**config.mk**
```make
export PLATFORM = sky130hd
export DESIGN_NAME = fsr_shift_register
export DESIGN_NICKNAME = d
export VERILOG_FILES = /design/src/fsr_pkg.sv /design/src/fsr_shift_register.sv
export VERILOG_INCLUDE_DIRS = /design/src
export SDC_FILE = /design/constraint.sdc
export NUM_CORES = 1
export LEC_CHECK = 0
export ABC_AREA = 1
export ABC_CLOCK_PERIOD_IN_PS = 3400
export BUFFER_PORTS_ARGS = -buffer_cell sky130_fd_sc_hd__buf_4
export CAP_MARGIN = 5
export CORE_MARGIN = 1.5
export CORE_UTILIZATION = 45
export DETAILED_ROUTE_END_ITERATION = 7
export GPL_TIMING_DRIVEN = 0
export MAX_ROUTING_LAYER = met4
export PLACE_DENSITY = 0.61
export SETUP_SLACK_MARGIN = 0.02
export SYNTH_ARGS = -nofsm -noshare
export SYNTH_HDL_FRONTEND = slang
export SYNTH_SLANG_ARGS = --single-unit
```
**constraint.sdc**
```tcl
create_clock -name clock_i -period 3.4 [get_ports clock_i]
set_input_delay 0.34 -clock clock_i [delete_from_list [all_inputs] [get_ports clock_i]]
set_output_delay 0.34 -clock clock_i [all_outputs]
set_load 0.1 [all_outputs]
```
**src/fsr_consts.svh**
```systemverilog
// fsr_consts.svh: constants of the four-stage synchronous shift register
// assumes: included by its bare name from the package and the design module
`ifndef FSR_CONSTS_SVH
`define FSR_CONSTS_SVH

`define FSR_STAGES      4
`define FSR_STAGE_RST   4'h0
`define FSR_PINS_RST    9'h000
`define FSR_CTL_HOLD    2'h0
`define FSR_CTL_SHR     2'h1
`define FSR_CTL_LOAD    2'h2
`define FSR_CTL_SHR_ALT 2'h3
`define FSR_BUF_DEPTH   2
`define FSR_CNT_EMPTY   2'h0
`define FSR_CNT_ONE     2'h1
`define FSR_CNT_FULL    2'h2
`define FSR_PTR_RST     1'h0

`endif

```
**src/fsr_pkg.sv**
```systemverilog
// fsr_pkg.sv: types of the four-stage synchronous shift register
// assumes: fsr_consts.svh is on the include path
`include "fsr_consts.svh"

package fsr_pkg;

	// control decode of {load, shift}
	typedef enum logic [1:0] {
		FSR_HOLD    = `FSR_CTL_HOLD,
		FSR_SHR     = `FSR_CTL_SHR,
		FSR_SHR_ALT = `FSR_CTL_SHR_ALT,
		FSR_LOAD    = `FSR_CTL_LOAD
	} fsr_ctl_type;

	// all pins from the surrounding logic, travelling together
	typedef struct packed {
		logic                     clk;
		logic                     clear_n;
		logic                     load;
		logic                     shift;
		logic                     serial;
		logic [`FSR_STAGES-1:0]   par;
	} fsr_pins_type;

endpackage

```
**src/fsr_shift_register.sv**
```systemverilog
// fsr_shift_register.sv: four-stage shift register with clear, inverse output and a result buffer
// assumes: pins come from outside the clock_i domain; out_ready_i is on clock_i
`timescale 1ns/1ns
`include "fsr_consts.svh"

module fsr_shift_register (
	// clock and reset
	input  wire logic                   clock_i,
	input  wire logic                   sys_rst_i,
	// register pins from the surrounding logic
	input  wire logic                   shift_clk_i,
	input  wire logic                   clear_n_i,
	input  wire logic                   load_i,
	input  wire logic                   shift_i,
	input  wire logic                   serial_i,
	input  wire logic [`FSR_STAGES-1:0] par_i,
	// stage outputs
	output logic      [`FSR_STAGES-1:0] stage_o,
	output logic                        serial_o,
	output logic                        serial_n_o,
	// buffered result stream
	output logic                        out_valid_o,
	output logic      [`FSR_STAGES-1:0] out_data_o,
	input  wire logic                   out_ready_i
);

	fsr_pkg::fsr_pins_type         pins_raw;
	fsr_pkg::fsr_pins_type         pins_s1_q;
	fsr_pkg::fsr_pins_type         pins_s1_d;
	fsr_pkg::fsr_pins_type         pins_s2_q;
	fsr_pkg::fsr_pins_type         pins_s2_d;
	logic                          clk_s3_q;
	logic                          clk_s3_d;
	logic                          fall_edge;
	logic                          pend_q;
	logic                          pend_d;
	fsr_pkg::fsr_pins_type         pend_cmd_q;
	fsr_pkg::fsr_pins_type         pend_cmd_d;
	logic                          apply;
	logic [`FSR_STAGES-1:0]        stage_q;
	logic [`FSR_STAGES-1:0]        stage_d;
	logic [`FSR_STAGES-1:0]        buf_q [`FSR_BUF_DEPTH];
	logic [`FSR_STAGES-1:0]        buf_d [`FSR_BUF_DEPTH];
	logic                          wr_ptr_q;
	logic                          wr_ptr_d;
	logic                          rd_ptr_q;
	logic                          rd_ptr_d;
	logic [1:0]                    count_q;
	logic [1:0]                    count_d;
	logic [`FSR_STAGES-1:0]        out_data_q;
	logic [`FSR_STAGES-1:0]        out_data_d;
	logic                          buf_in_ready;
	logic                          push;
	logic                          pop;

	// action taken on one falling edge
	function automatic logic [`FSR_STAGES-1:0] next_stage(input logic [`FSR_STAGES-1:0] cur,
		input fsr_pkg::fsr_pins_type cmd);
		fsr_pkg::fsr_ctl_type ctl;
		ctl = fsr_pkg::fsr_ctl_type'({cmd.load, cmd.shift});
		case (ctl)
			fsr_pkg::FSR_HOLD: begin
				next_stage = cur;
			end
			fsr_pkg::FSR_SHR, fsr_pkg::FSR_SHR_ALT: begin
				next_stage = {cur[`FSR_STAGES-2:0], cmd.serial};
			end
			fsr_pkg::FSR_LOAD: begin
				next_stage = cmd.par;
			end
			default: begin
				next_stage = cur;
			end
		endcase
	endfunction

	// two-flop synchroniser for all pins, third flop for edge detection
	assign pins_raw = '{clk: shift_clk_i, clear_n: clear_n_i, load: load_i, shift: shift_i,
		serial: serial_i, par: par_i};

	always_comb begin
		pins_s1_d = pins_raw;
		pins_s2_d = pins_s1_q;
		clk_s3_d  = pins_s2_q.clk;
	end

	always_ff @(posedge clock_i) begin
		if (sys_rst_i) begin
			pins_s1_q <= `FSR_PINS_RST;
			pins_s2_q <= `FSR_PINS_RST;
			clk_s3_q  <= 1'h0;
		end else begin
			pins_s1_q <= pins_s1_d;
			pins_s2_q <= pins_s2_d;
			clk_s3_q  <= clk_s3_d;
		end
	end

	// only the falling transition starts an action
	assign fall_edge = clk_s3_q & ~pins_s2_q.clk;

	// edge waits here while the result buffer is full
	assign apply = pend_q & buf_in_ready;

	always_comb begin
		pend_d     = pend_q;
		pend_cmd_d = pend_cmd_q;
		if (fall_edge) begin
			pend_d     = 1'h1;
			pend_cmd_d = pins_s2_q;
		end else if (apply) begin
			pend_d = 1'h0;
		end
	end

	always_ff @(posedge clock_i) begin
		if (sys_rst_i) begin
			pend_q     <= 1'h0;
			pend_cmd_q <= `FSR_PINS_RST;
		end else begin
			pend_q     <= pend_d;
			pend_cmd_q <= pend_cmd_d;
		end
	end

	// stages: clocked action wins over clear in its cycle
	always_comb begin
		stage_d = stage_q;
		if (apply) begin
			stage_d = next_stage(stage_q, pend_cmd_q);
		end else if (!pins_s2_q.clear_n) begin
			stage_d = `FSR_STAGE_RST;
		end
	end

	always_ff @(posedge clock_i) begin
		if (sys_rst_i) begin
			stage_q <= `FSR_STAGE_RST;
		end else begin
			stage_q <= stage_d;
		end
	end

	assign stage_o    = stage_q;
	assign serial_o   = stage_q[`FSR_STAGES-1];
	assign serial_n_o = ~stage_q[`FSR_STAGES-1];

	// two-entry result buffer
	assign buf_in_ready = (count_q != `FSR_CNT_FULL);
	assign push         = apply;
	assign pop          = out_ready_i & (count_q != `FSR_CNT_EMPTY);
	assign out_valid_o  = (count_q != `FSR_CNT_EMPTY);
	assign out_data_o   = out_data_q;

	always_comb begin
		buf_d    = buf_q;
		wr_ptr_d = wr_ptr_q;
		rd_ptr_d = rd_ptr_q;
		count_d  = count_q;
		if (push) begin
			buf_d[wr_ptr_q] = stage_d;
			wr_ptr_d        = ~wr_ptr_q;
		end
		if (pop) begin
			rd_ptr_d = ~rd_ptr_q;
		end
		if (push && !pop) begin
			count_d = count_q + `FSR_CNT_ONE;
		end else if (pop && !push) begin
			count_d = count_q - `FSR_CNT_ONE;
		end
		if (count_d == `FSR_CNT_EMPTY) begin
			out_data_d = `FSR_STAGE_RST;
		end else if (count_q == `FSR_CNT_EMPTY || (count_q == `FSR_CNT_ONE && pop)) begin
			out_data_d = stage_d;
		end else begin
			out_data_d = buf_q[rd_ptr_d];
		end
	end

	always_ff @(posedge clock_i) begin
		if (sys_rst_i) begin
			buf_q[0]   <= `FSR_STAGE_RST;
			buf_q[1]   <= `FSR_STAGE_RST;
			wr_ptr_q   <= `FSR_PTR_RST;
			rd_ptr_q   <= `FSR_PTR_RST;
			count_q    <= `FSR_CNT_EMPTY;
			out_data_q <= `FSR_STAGE_RST;
		end else begin
			buf_q      <= buf_d;
			wr_ptr_q   <= wr_ptr_d;
			rd_ptr_q   <= rd_ptr_d;
			count_q    <= count_d;
			out_data_q <= out_data_d;
		end
	end

	// last word pushed, for the buffer order checks
	logic [`FSR_STAGES-1:0]        last_push_q;
	logic [`FSR_STAGES-1:0]        last_push_d;

	always_comb begin
		last_push_d = last_push_q;
		if (push) begin
			last_push_d = stage_d;
		end
	end

	always_ff @(posedge clock_i) begin
		if (sys_rst_i) begin
			last_push_q <= `FSR_STAGE_RST;
		end else begin
			last_push_q <= last_push_d;
		end
	end
endmodule

```
# == After elaboration in Yosys (flattened, before gate mapping) ==
# Cells that the tools add are included.
# totals
regBits,47
output_inout_bits,11
elab_cells,73
# classes
n_reduce_logical,14
order_cmp,3
mux,15
n_eq_ne,5
bitwise,9
add_sub_neg,2
# ops
op,n
two-way mux 4 bit,7
case mux 4 bit (3 select lines),1
bitwise mux 8 bit,1
zero test 2 bit,3
demux 4 bit (select 1 bit),1
"== test 2 x 1 -> 1 bit, second input constant",2
"== test 2 bit, second input constant",2
">= comparator 2 bit, second input constant",2
logical AND 1 bit,4
two-way mux 2 bit,2
inverter 1 bit,4
inverter 1 -> 2 bit,2
nonzero test 2 bit,2
OR reduction 2 bit,2
bitwise AND 1 bit,3
two-way mux 1 bit,3
"adder 2 x 1 -> 2 bit, second input constant",1
zero test 1 bit,2
"< comparator 2 x 1 -> 1 bit, second input constant",1
"inequality test 2 bit, second input constant",1
"subtractor 2 x 1 -> 2 bit, second input constant",1
logical OR 1 bit,1

# == Depth between registers and ports, before layout ==
# Gate-level depths: netlist of the first run.
# depth
word_depth,8
depth_mapped,12

# == Worst setup path after synthesis of the first run ==
# OpenSTA, ideal clock, no wires.
# synth_path
kind,register to output
from,"register stage_q[3], in the netlist stage_o[3]"
to,output port serial_n_o
path_stages_with_launch,2
n_path_buf,0
required_ns,3.060
arrival_time_ns,1.679
setup_slack_ns,1.381
path_cell_list,dfxtp_1 > inv_1
# synth_via
elab_chain_len,1
# synth_lines
element,line,text
start: declaration,fsr_shift_register.sv:40,logic [`FSR_STAGES-1:0] stage_q;
start signal: assignment,fsr_shift_register.sv:138,stage_q <= `FSR_STAGE_RST;
start signal: assignment,fsr_shift_register.sv:140,stage_q <= stage_d;
inverter 1 bit,fsr_shift_register.sv:146,assign serial_n_o = ~stage_q[`FSR_STAGES-1];
end: declaration,fsr_shift_register.sv:20,"output logic serial_n_o,"
# No other way between the ends.

# == Final worst setup path of the first run ==
# layout_path
from,register count_q[0]
to,output port out_valid_o
# layout_via
elab_chain_len,1
# layout_lines
element,line,text
start: declaration,fsr_shift_register.sv:48,logic [1:0] count_q;
start signal: assignment,fsr_shift_register.sv:187,count_q <= `FSR_CNT_EMPTY;
start signal: assignment,fsr_shift_register.sv:193,count_q <= count_d;
nonzero test 2 bit (no source line),-,
end: declaration,fsr_shift_register.sv:22,"output logic out_valid_o,"
# No other way between the ends.

==> run summary, run 1 <==
Dividing the detail-routed wire length by the instance count gives 9.571 um. Buffers inserted during clock tree synthesis total 5. For this design the static power due to leakage is 0.001057 uW. The share of the synthesized area in compound gates (AO/OA/AOI/OAI) was 0.06935; the CTS clock-pin slew for the worst setup and hold paths was 0.08 ns. The run gives 290 as the total number of nets in the final design. The largest individual stage delay along the critical path comes from the cell sky130_fd_sc_hd__dfxtp_1. The fraction of the mapped netlist area in simple logic gates came out at 0.2795. The fraction of registers with async set/reset works out to 0.

The most common cell in the synthesized netlist is sky130_fd_sc_hd__nand2_1. The worst hold path passes through 3 cells. Counting cells, the worst reg-to-reg path comes to 8. The die is 66.32 um wide.

The startpoint identified for the worst register-to-register timing path is count_q[0]. Across the run, the number of max-cap violations was 0. Counting every instance in the synthesized netlist gives 246. The top cell type's share of synthesized area is 0.5215. The maximum number of pins on one net before global-route repair was 14; the number of warnings printed during yosys synthesis was 0.

Dominant cell type by area after synthesis: sky130_fd_sc_hd__dfxtp_1. The number of global-route vias before repair was 1333; the post-synthesis adder-cell area fraction was 0.02080. The tools report the end of the worst hold path as pins_s1_q[8]. In this run the most critical hold path is launched from shift_clk_i. The share of cells above drive strength 1 was 0.1449. The die footprint was 0.004398 sq mm; the remaining number of nets flagged by the antenna check after routing was 0. Buffers added to address setup during post-CTS repair amount to 0. Data on the critical path is required at its endpoint by 3.06 ns. TritonCTS built the clock tree. Timing would allow up to 0.6046 GHz. The arrival time reported for the critical path endpoint is 1.31 ns, and the clock period minus worst slack is 1.654 ns.

The detailed router's first-iteration violation count is 90. Post-route cell area: 0.002130 sq mm. The leading register cell type out of synthesis is sky130_fd_sc_hd__dfxtp_1.

For the pin with the worst max-slew slack, the measured transition is 0.4339 ns. The average instance in the mapped netlist occupies 7.334 sq um. After layout, the worst setup slack is 1.746 ns. The run gives 17 as the unique cell type count in the Yosys netlist. The commonest cells after synthesis are 58 x sky130_fd_sc_hd__nand2_1, 47 x sky130_fd_sc_hd__dfxtp_1, 45 x sky130_fd_sc_hd__inv_1. The delay of the slowest cell on the worst path was 0.36 ns; the HPWL after detailed placement was 2358 um. For this run, design rule violations remaining after detail routing come to 0. Adding up every negative setup slack in the final design gives 0 ns.

Clock root buffer: sky130_fd_sc_hd__clkbuf_8. The completed layout was analyzed and its total power is 1282 uW. Power spread over the standard cell area amounts to 602.1 mW/mm^2.

The flip-flop and latch count after synthesis works out to 47. Clock skew on the completed layout was measured at 0.009934 ns. The class of the tightest hold or removal check is input pin to flip-flop. The first detailed-routing pass took 4 iterations. In this run the count of I/O pins placed on the die edge is 23.

STA classifies the critical path startpoint as a flip-flop. The effective utilization at floorplan came out at 0.4820. For flop-to-flop paths, the worst setup slack is 1.84 ns. The multiplexer share of the synthesized area was 0; the total of endpoints with negative setup slack in the final report was 0.

The dominant combinational cell family by area after synthesis is simple AND/OR/NAND/NOR gates. After clock tree synthesis, the flow added hold-fix buffers numbering 0. For the antenna cell count, the log shows 0. The worst register-to-register path ends at out_data_o[2].

For the initial antenna violation count, the log shows 0. Traced cell by cell, the critical path runs through inv_1, ha_1, inv_2, buf_4. The run gives 0.5689 as the post-layout utilization of the core.

The worst setup path category was flip-flop to output pin. Yosys mapped a number of flops with a built-in enable equal to 0. The area growth from synthesis to layout works out to 18.03%. The number of hold violations in the final report was 0; the normalized max-slew margin was 0.7107.

The cell area after synthesis is 0.001804 sq mm, and the average vias per placed instance is 4.373. The number of max-slew violations in the final report is 0. In this run the worst path has a maximum fanout of 3.

The run gives 0.5215 as the part of the Yosys area used for sequential elements. When the netlist entered floorplanning its net count stood at 261. The xor and xnor fraction of the mapped netlist area was 0; the clock latency on the worst-skew pair was 0.28 ns.

The congestion estimate from routability-driven global placement came to 0.8076. Setup repair after global routing left no endpoint under its margin. The tools report the instance area after placement as 0.002029 sq mm.

Ranked by total cell area, the synthesized netlist is headed by sky130_fd_sc_hd__dfxtp_1 52%, sky130_fd_sc_hd__nand2_1 12%, sky130_fd_sc_hd__inv_1 9.4%. For the first-pass GRT wire length, the log shows 5713 um. The run finished with clean final reports. The total overflow left after global routing is 0. Deepest level of the CTS H-tree: 2. Kind of end point of the critical path: an output pin. Row generation in the floorplan step produced 22 rows. The tools report the worst-case clock buffer depth as 2. In this run the tool buffered the top-level ports with 22 buffer cells. The area of the core is 0.003744 sq mm. Total global routing track utilization: 0.1705. The routed design has 3101 um of wire. The tools report the largest vdd supply drop as 0.0004477 V. The total number of clock tree sinks was 47; the final period utilization was 0.4864.

Before CTS, the worst setup slack after placement is 1.831 ns. The overall via count from detail_route is 1417, and the die extent in y is 66.32 um. The run gives 0 as the post-CTS resize count.
## through the flow
step,hold WS (ns),instances
2_1_floorplan,0.3883,246
3_3_place_gp,0.3905,316
3_5_place_dp,0.3935,316
4_1_cts,0.2494,324
5_1_grt,0.2517,324
6_report,0.2553,324
## area by class of cell
class                           count  area (sq um)
Sequential cell                    47         940.9
Buffer                              4         20.02
Inverter                           47         176.4
Clock buffer                        8         100.1
Timing Repair Buffer               22         165.2
Fill cell                         365          1614
Multi-Input combinational cell    148         666.9
Tap cell                           48         60.06
## layout by cell type, fill, tap and decap left out, types with 2 or more instances in the layout
| cell | netlist | routed |
|---|---|---|
| sky130_fd_sc_hd__a211oi_1 | 4 | 4 |
| sky130_fd_sc_hd__ha_1 | 3 | 3 |
| sky130_fd_sc_hd__nand2_2 | 5 | 5 |
| sky130_fd_sc_hd__clkbuf_1 | 1 | 2 |
| sky130_fd_sc_hd__buf_4 | 1 | 23 |
| sky130_fd_sc_hd__nor2_1 | 38 | 38 |
| sky130_fd_sc_hd__clkbuf_8 | 0 | 7 |
| sky130_fd_sc_hd__nand3_1 | 19 | 19 |
| sky130_fd_sc_hd__inv_1 | 45 | 45 |
| sky130_fd_sc_hd__o21ai_0 | 11 | 11 |
| sky130_fd_sc_hd__a21oi_1 | 8 | 8 |
| sky130_fd_sc_hd__nand2_1 | 58 | 58 |
| sky130_fd_sc_hd__inv_2 | 2 | 2 |
| sky130_fd_sc_hd__dfxtp_1 | 47 | 47 |
## worst max-delay path, delay by kind of cell (launching register included)
kind | cells | cell delay (ns)
fa+ha+maj | 1 | 0.24
buf+inv | 3 | 0.43
flops | 1 | 0.36
## worst max path at each step
stage	start	endpoint	slack, ns	depth (start not counted)
2_1_floorplan	stage_o[3]	serial_n_o	1.38	1
3_3_place_gp	count_q[0]	out_data_o[2]	1.85	8
3_5_place_dp	count_q[0]	out_data_o[2]	1.83	8
4_1_cts	count_q[0]	out_valid_o	1.72	4
5_1_grt	count_q[0]	out_data_o[2]	1.63	8
6_report	count_q[0]	out_valid_o	1.75	4
## layer usage
layer	share of wire	GRT usage	routed length [um]	up-vias
met1	0.54	0.2205	1682	600
met5	0	-	0	-
li1	-	-	-	796
met3	0.031	0.04089	96	2
met2	0.42	0.2738	1298	19
met4	0.0074	0.03316	23	0
## power by group
group / internal [uW] / switching [uW]
logic: 91.4 / 241
registers: 583 / 15.2
clock network: 186 / 166
## cell families (layout without fill, tap and decap cells)
| logic type | Yosys count | count (layout) |
|---|---|---|
| AOI/OAI and AO/OA | 23 | 23 |
| adders and majority gates | 3 | 3 |
| buffers and inverters | 51 | 81 |
| DFF | 47 | 47 |
| and+or+nand+nor | 122 | 122 |
## state kept, by name (all words and copies together) (netlist names)
signal / cells
out_data_o: 4
wr_ptr_q: 1
buf_q: 8
count_q: 2
clk_s3_q: 1
pins_s1_q: 9
clk_s3_d: 1
rd_ptr_q: 1
stage_o: 4
pend_cmd_q: 7
pins_s2_q: 8
pend_q: 1
Power figures use the tool's default switching activity.
==> inputs of run 2 (changes only) <==
ABC_AREA = 0   (was 1)
ABC_CLOCK_PERIOD_IN_PS = 1500   (was 3400)
PLACE_DENSITY = 0.63   (was 0.61)
clock period = 1.5 ns   (was 3.4 ns; I/O delays follow)
==> run 2 against run 1 <==
  * The flow now finishes with violations (negative setup slack)
  * Combinational power grew to 4.0 times the previous value
  * Worst hold slack lost 0.21 ns
  * Final cell count shrank 15%
  * Sequential cell count is the same
  * Power grew to 2.9 times the previous value
  * Design area grew 11%
  * Global-route usage grew 1.4 points
  * Die area grew 1.9%
  * Count of clock-buffer cells in the layout shrank 3
  * Via count shrank 3.2%
  * Critical path type is now flip-flop to flip-flop
  * Largest power group unchanged
==> run summary, run 2 <==
The fraction of registers with async set/reset works out to 0. The first global-routing pass estimated 5892 um of wire. The launch instance of the worst register-to-register path is count_q[0]. By area the synthesized netlist is led by sky130_fd_sc_hd__dfxtp_1 51%, sky130_fd_sc_hd__nor2b_1 7.1%, sky130_fd_sc_hd__mux2i_1 3.8%. The floorplan step set the die height to 66.96 um. The unique cell type count in the Yosys netlist was 30; the post-layout utilization of the core was 0.5974. The tools report the instance area after placement as 0.002110 sq mm. Among all flip-flop cells after synthesis, the most frequent one is sky130_fd_sc_hd__dfxtp_1.

The final route contains 1372 vias. Setup repair after global routing could not meet its margin everywhere. The delay of the slowest cell on the worst path is 0.35 ns. Across the run, the number of max-cap violations was 0. The largest total area in the synthesized netlist belongs to sky130_fd_sc_hd__dfxtp_1. The number of global-route vias before repair was 1301; the final weighted congestion in routability-driven placement was 0.7741.

On the final layout, the worst clock skew is 0.007166 ns. The logs give 0.6392 for the normalized max-slew margin and -0.24 ns for the setup slack of the worst register-to-register path. For the worst setup path, the data required time is 1.71 ns. The run finished, with violations left. The initial antenna violation count is 0, and the worst reg2reg path depth is 7. The flip-flop count of the largest register, all copies and words added works out to 9.

Power spread over the standard cell area amounts to 1544 mW/mm^2. Entering global routing, the biggest net connects 17 pins. The endpoint of the lowest-slack register-to-register path is out_data_o[1].

The post-synthesis average cell area is 9.738 sq um, and the total clock buffers created by CTS is 5. Synthesis produced a netlist with a net count of 204. The logs give 0 for the number of max-slew violations in the final report and 0 for the global route total overflow.

The total global routing track utilization is 0.1849, and the area of the core is 0.003971 sq mm. The origin of the worst min-delay path was par_i[1]. Yosys instantiated no cell more often than sky130_fd_sc_hd__dfxtp_1.

Data arrives at the worst endpoint at 1.95 ns. TritonCTS built the clock tree. The tools report the total number of nets in the final design as 238. The worst setup path category is flip-flop to flip-flop.

Width of the chip: 66.96 um. In this run, synthesis inferred 0 flip-flops with an integrated enable. The critical path goes through inv_2, ha_1, nand2b_4, buf_2, and3_1, a21oi_4, a2111oi_4. The effective utilization at floorplan was 0.4635. The floorplan row count is 23. The top cell type's share of synthesized area works out to 0.5112.

Dividing the detail-routed via count by the number of cells gives 5.007. Synthesis handed over a netlist of 189 instances. The end of the worst hold path is pins_s1_q[1]. The final period utilization came out at 1.162.

Ranked by instance count, the synthesized netlist is headed by 47 x sky130_fd_sc_hd__dfxtp_1, 21 x sky130_fd_sc_hd__nor2b_1, 17 x sky130_fd_sc_hd__nor2_1. The largest vdd supply drop was 0.001349 V. The tools report the smallest hold slack as 0.04658 ns. The clock period minus worst slack works out to 1.742 ns.

The worst hold path was traced through 2 stages. The largest registers in the layout are pins_s1_q x9, buf_q x8, pins_s2_q x8. Setup violations remaining at the end of the flow were counted as 12. The DRC violation count after routing came out at 0.

The detailed router's first-iteration violation count is 56, and the number of placed I/O pins is 23. The highest net fanout along the worst path is 10. Share of cells above drive strength 1: 0.3304. The die covers 0.004483 sq mm.

Hold repair after CTS inserted 0 buffers. The total of buffers placed on input and output ports is 21. The CTS clock-pin slew for the worst setup and hold paths works out to 0.09 ns. The setup slack of the critical path after layout was -0.2423 ns; the flip-flop and latch count after synthesis was 47. In this run the clock root is driven by a sky130_fd_sc_hd__clkbuf_8. The kind of end point of the critical path is a flip-flop. The leakage power of the design is 0.0009070 uW, and the iteration count of the initial detailed-routing pass is 4. Clock latency on the worst-skew pair: 0.31 ns.

The run gives 0.5739 GHz as the achievable clock frequency. Commonest non-fill, non-tap cell in the layout: sky130_fd_sc_hd__dfxtp_1. The library cells used most frequently in the layout, excluding fill and tap cells, are 41 x sky130_fd_sc_hd__dfxtp_1, 29 x sky130_fd_sc_hd__buf_4, 21 x sky130_fd_sc_hd__nor2b_1. The worst setup path is launched from a flip-flop.

In this run the deepest clock path goes through 2 buffers. CTS saw 47 sinks. The routed length per instance works out to 13.15 um. The checks that failed: negative setup slack. The part of the Yosys area used for sequential elements is 0.5112.

The number of warnings printed during yosys synthesis is 0. The worst-margin pin slew is 0.5412 ns. Library cell contributing the largest single delay on the critical path: sky130_fd_sc_hd__dfxtp_4.

The register containing the most flip-flops in the final layout was pins_s1_q. The number of hold violations in the final report is 0, and the area growth from synthesis to layout is 28.89%. The finished cells cover 0.002372 sq mm. The total routed wirelength was 3604 um. Summing every instance area after synthesis gives 0.001841 sq mm. Class of the tightest hold or removal check: input pin to flip-flop. After legalization and detailed placement, the total HPWL measured 2538 um. In this run the number of H-tree levels came out at 2. The post-route total power was 3662 uW; the remaining number of nets flagged by the antenna check after routing was 0. The antenna cell count came out at 0.
## run 2: cell types whose count changed after synthesis, sizes merged, moves of 6 or more
cell and change:
mux2i +7, nand3 -14, nor2b +22, nor3 +9
nand2 -47, nor2 -23, inv -42, clkbuf +6
a21oi +6
## run 2: kinds of logic (layout without fill, tap and decap cells)
| family | Yosys count | in the layout | share of synthesized area |
|---|---|---|---|
| xor+xnor | 5 | 5 | 0.02788 |
| fa+ha+maj | 3 | 3 | 0.02040 |
| simple gates | 76 | 76 | 0.2175 |
| buf+inv | 18 | 53 | 0.04555 |
| mux | 11 | 11 | 0.06254 |
| compound gates | 29 | 29 | 0.1149 |
| flops | 47 | 47 | 0.5112 |
## run 2: where the power goes
group	switching (uW)	internal, uW	leakage [uW]
registers	46.1	1330	0.000387
logic	826	506	0.000461
clock network	448	503	0.0000591
total	1320	2340	0.000907
## run 2: metal layers
layer	vias up	track usage	share of wire
met5	-	-	0
met4	0	0.08418	0.020
met3	7	0.04561	0.041
met2	28	0.2950	0.49
met1	639	0.2206	0.45
li1	698	-	-
## run 2: cell type report
| type | instances | area (sq um) |
|---|---|---|
| clock inverters | 3 | 45.04 |
| repair buffers | 27 | 202.7 |
| inverters | 5 | 26.28 |
| well taps | 50 | 62.56 |
| fillers | 363 | 1599 |
| flip-flops and latches | 47 | 953.4 |
| multi-input cells | 124 | 939.7 |
| clock buffers | 5 | 68.82 |
| plain buffers | 13 | 73.82 |
## run 2: how the worst max path moves through the flow
stage	startpoint	to	slack, ns
3_3_place_gp	count_q[0]	out_data_o[2]	-0.34
4_1_cts	count_q[1]	out_data_o[3]	-0.21
2_1_floorplan	stage_o[3]	out_data_o[3]	-0.41
3_5_place_dp	count_q[0]	out_data_o[2]	-0.38
6_report	count_q[0]	out_data_o[1]	-0.24
5_1_grt	count_q[1]	out_data_o[3]	-0.32
## run 2: critical path: cells and delay by family (launching register included)
kind	cells	cell delay, ns
compound gates	2	0.38
fa+ha+maj	1	0.19
buf+inv	2	0.31
simple gates	2	0.41
flops	1	0.35
## run 2: timing repair
action | 4_1_cts | 5_1_grt
gates resized for setup | 10 | 3
buffers inserted | 4 | 2
endpoints found under the setup margin | 17 | 17
pin swaps | 6 | 0
## run 2: stage by stage
step	TNS [ns]	instances	setup slack, ns
after floorplan	-1.748	189	-0.4070
after global placement	-1.492	260	-0.3427
after detailed placement	-2.105	260	-0.3791
after CTS	-1.126	272	-0.2135
after global routing	-2.261	274	-0.3201
final	-1.286	274	-0.2423
==> inputs of run 3 (changes only) <==
ABC_CLOCK_PERIOD_IN_PS = 1900   (was 1500)
PLACE_DENSITY = 0.6   (was 0.63)
clock period = 1.9 ns   (was 1.5 ns; I/O delays follow)
==> run 3 against run 2 <==
  * The run now ends clean
  * Fmax fell by 2.3%
  * Non-clock buffer count fell by 6
  * Via count fell by 3.9%
==> run summary, run 3 (synthesized netlist as in run 2, its figures left out) <==
Final period utilization: 0.9386. Relative to the synthesized area, the layout overhead comes to 22.71%. Clock root buffer: sky130_fd_sc_hd__clkbuf_8.

The share of cells above drive strength 1 works out to 0.2890. Kind of end point of the critical path: a flip-flop. The number of max-slew violations in the final report is 0. The largest registers in the layout are pins_s1_q x9, buf_q x8, pins_s2_q x8. The worst setup path category was flip-flop to flip-flop. Between clock sinks in the finished design, the worst skew comes to 0.002237 ns. The post-route cell area is 0.002258 sq mm, and the routed length per instance is 12.71 um. Setup repair after global routing could not meet its margin everywhere. Clock tree synthesis inserted a total of 5 buffers. The antenna cell count is 0. TritonCTS built the clock tree. The number of placed I/O pins was 23; the average vias per placed instance was 4.922. For the finished layout, the period the worst path requires is 1.783 ns. The run finished with clean final reports.

First-pass GRT wire length: 5892 um. The initial antenna violation count was 0. The floorplan row count is 23. For the number of global-route vias before repair, the log shows 1273. Based on the critical path, the design can be clocked at up to 0.5608 GHz.

The register containing the most flip-flops in the final layout was pins_s1_q. The run gives 0.30 ns as the clock latency on the worst-skew pair. The flip-flop count of the largest register, all copies and words added works out to 9. The number of hold violations in the final report is 0. In this run the static leakage power is 0.0008681 uW. In this run the worst path has a maximum fanout of 7. For the worst setup path, the data required time is 2.10 ns. The placed instances occupy a cell area of 0.002103 sq mm. At the pin with the least slew margin, the transition time is 0.5985 ns.

The normalized max-slew margin is 0.6010, and the total routed wirelength is 3406 um. The min-delay analysis places its worst path in the category input pin to flip-flop. Data arrives at the worst endpoint at 1.98 ns. The CTS clock-pin slew for the worst setup and hold paths is 0.09 ns, and the total of endpoints with negative setup slack in the final report is 0. Leaving out fill and tap cells, the most frequent cell in the layout is sky130_fd_sc_hd__dfxtp_1. At the end of the flow, the number of nets in the layout was 232.

Power spread over the standard cell area amounts to 1215 mW/mm^2. Clock tree synthesis found a total of 47 sinks. STA classifies the critical path startpoint as a flip-flop. The routed layout has 1319 vias. The logs give 0 for the global route total overflow and 0 for the number of violations of the max-capacitance limit. The die footprint was 0.004483 sq mm; the maximum number of pins on one net before global-route repair was 17. The floorplan step defined a core boundary enclosing 0.003971 sq mm. The deepest level of the CTS H-tree came out at 2. The design draws 2745 uW. The remaining number of nets flagged by the antenna check after routing is 0. The worst-case IR drop observed on VDD is 0.0006766 V. After detailed routing, the number of remaining DRC violations is 0.

The run gives 0.1832 as the total global routing track utilization. The pre-antenna-repair detailed-routing pass consisted of 4 iterations. In this run the deepest clock path goes through 2 buffers.

Input and output buffers added on the ports amount to 21. The effective utilization at floorplan is 0.4635, and the width of the chip is 66.96 um. The top cell types in the final layout, fill and taps aside, are 42 x sky130_fd_sc_hd__dfxtp_1, 22 x sky130_fd_sc_hd__buf_4, 21 x sky130_fd_sc_hd__nor2b_1.

The run gives 2577 um as the HPWL after detailed placement. Buffers added to address setup during post-CTS repair amount to 0. In this run the vertical extent of the chip is 66.96 um.

The detailed router's first-iteration violation count came out at 48. The run gives 0.7655 as the final weighted congestion in routability-driven placement.
## run 3: changes by cell type in the layout (fill, tap and decap cells not counted), moves of 2 or more
cell and delta:
sky130_fd_sc_hd__buf_4 -7, sky130_fd_sc_hd__a2111oi_2 +3, sky130_fd_sc_hd__a2111oi_4 -3, sky130_fd_sc_hd__a21oi_1 +2
sky130_fd_sc_hd__a21oi_4 -2
## run 3: final timing paths
check | startpoint | slack, ns | end | cells past startpoint
worst max register to register | count_q[1] | 0.12 | out_data_o[0] | 8
worst min register to register | pins_s1_q[0] | 0.44 | pins_s2_q[0] | 1
worst min-delay path | clear_n_i | 0.09 | pins_s1_q[7] | 2
worst max-delay path | count_q[1] | 0.12 | out_data_o[0] | 8
## run 3: per-layer routing
layer / vias to the layer above / track usage / routed length, um
met4: 0 / 0.07653 / 60
li1: 683 / - / -
met3: 6 / 0.05068 / 105
met5: - / - / 0
met2: 20 / 0.2838 / 1671
met1: 610 / 0.2248 / 1567
## run 3: timing repair
action	CTS	global route
gates cloned	0	0
setup endpoints to repair	4	4
resized for setup	1	6
hold buffers	0	0
## run 3: layout make-up
type	count	area, sq um
buffer	13	71.32
tap	50	62.56
clock buffer	5	68.82
timing repair buffer	21	157.7
clock inverter	3	47.55
multi-input combinational	124	872.1
fill	374	1713
sequential	47	952.2
inverter	5	26.28
## run 3: critical path: stages, from the launching register on
cell and delay [ns]:
sky130_fd_sc_hd__dfxtp_2 0.37, sky130_fd_sc_hd__inv_1 0.09, sky130_fd_sc_hd__ha_4 0.18, sky130_fd_sc_hd__nor2b_4 0.10, sky130_fd_sc_hd__buf_6 0.15, sky130_fd_sc_hd__nand2b_4 0.14
sky130_fd_sc_hd__o21ai_2 0.05, sky130_fd_sc_hd__a211o_4 0.37, sky130_fd_sc_hd__a2111oi_2 0.22
## run 3: per-stage QoR
stage / hold slack, ns / TNS, ns / setup WS, ns / util / cells
final: 0.09287 / 0 / 0.1167 / 0.5687 / 268
after global placement: 0.3994 / 0 / 0.08190 / 0.5296 / 260
after CTS: 0.08293 / 0 / 0.05359 / 0.5592 / 268
after floorplan: 0.3182 / -0.01063 / -0.01063 / - / 189
after detailed placement: 0.4041 / -0.02236 / -0.01172 / 0.5296 / 260
after global routing: 0.09034 / 0 / 0.009917 / 0.5687 / 268
## run 3: power breakdown
| group | internal, uW | switching, uW | total, uW |
|---|---|---|---|
| clock network | 399 | 341 | 740 |
| logic | 327 | 583 | 910 |
| registers | 1050 | 43.2 | 1100 |
| total | 1780 | 967 | 2750 |
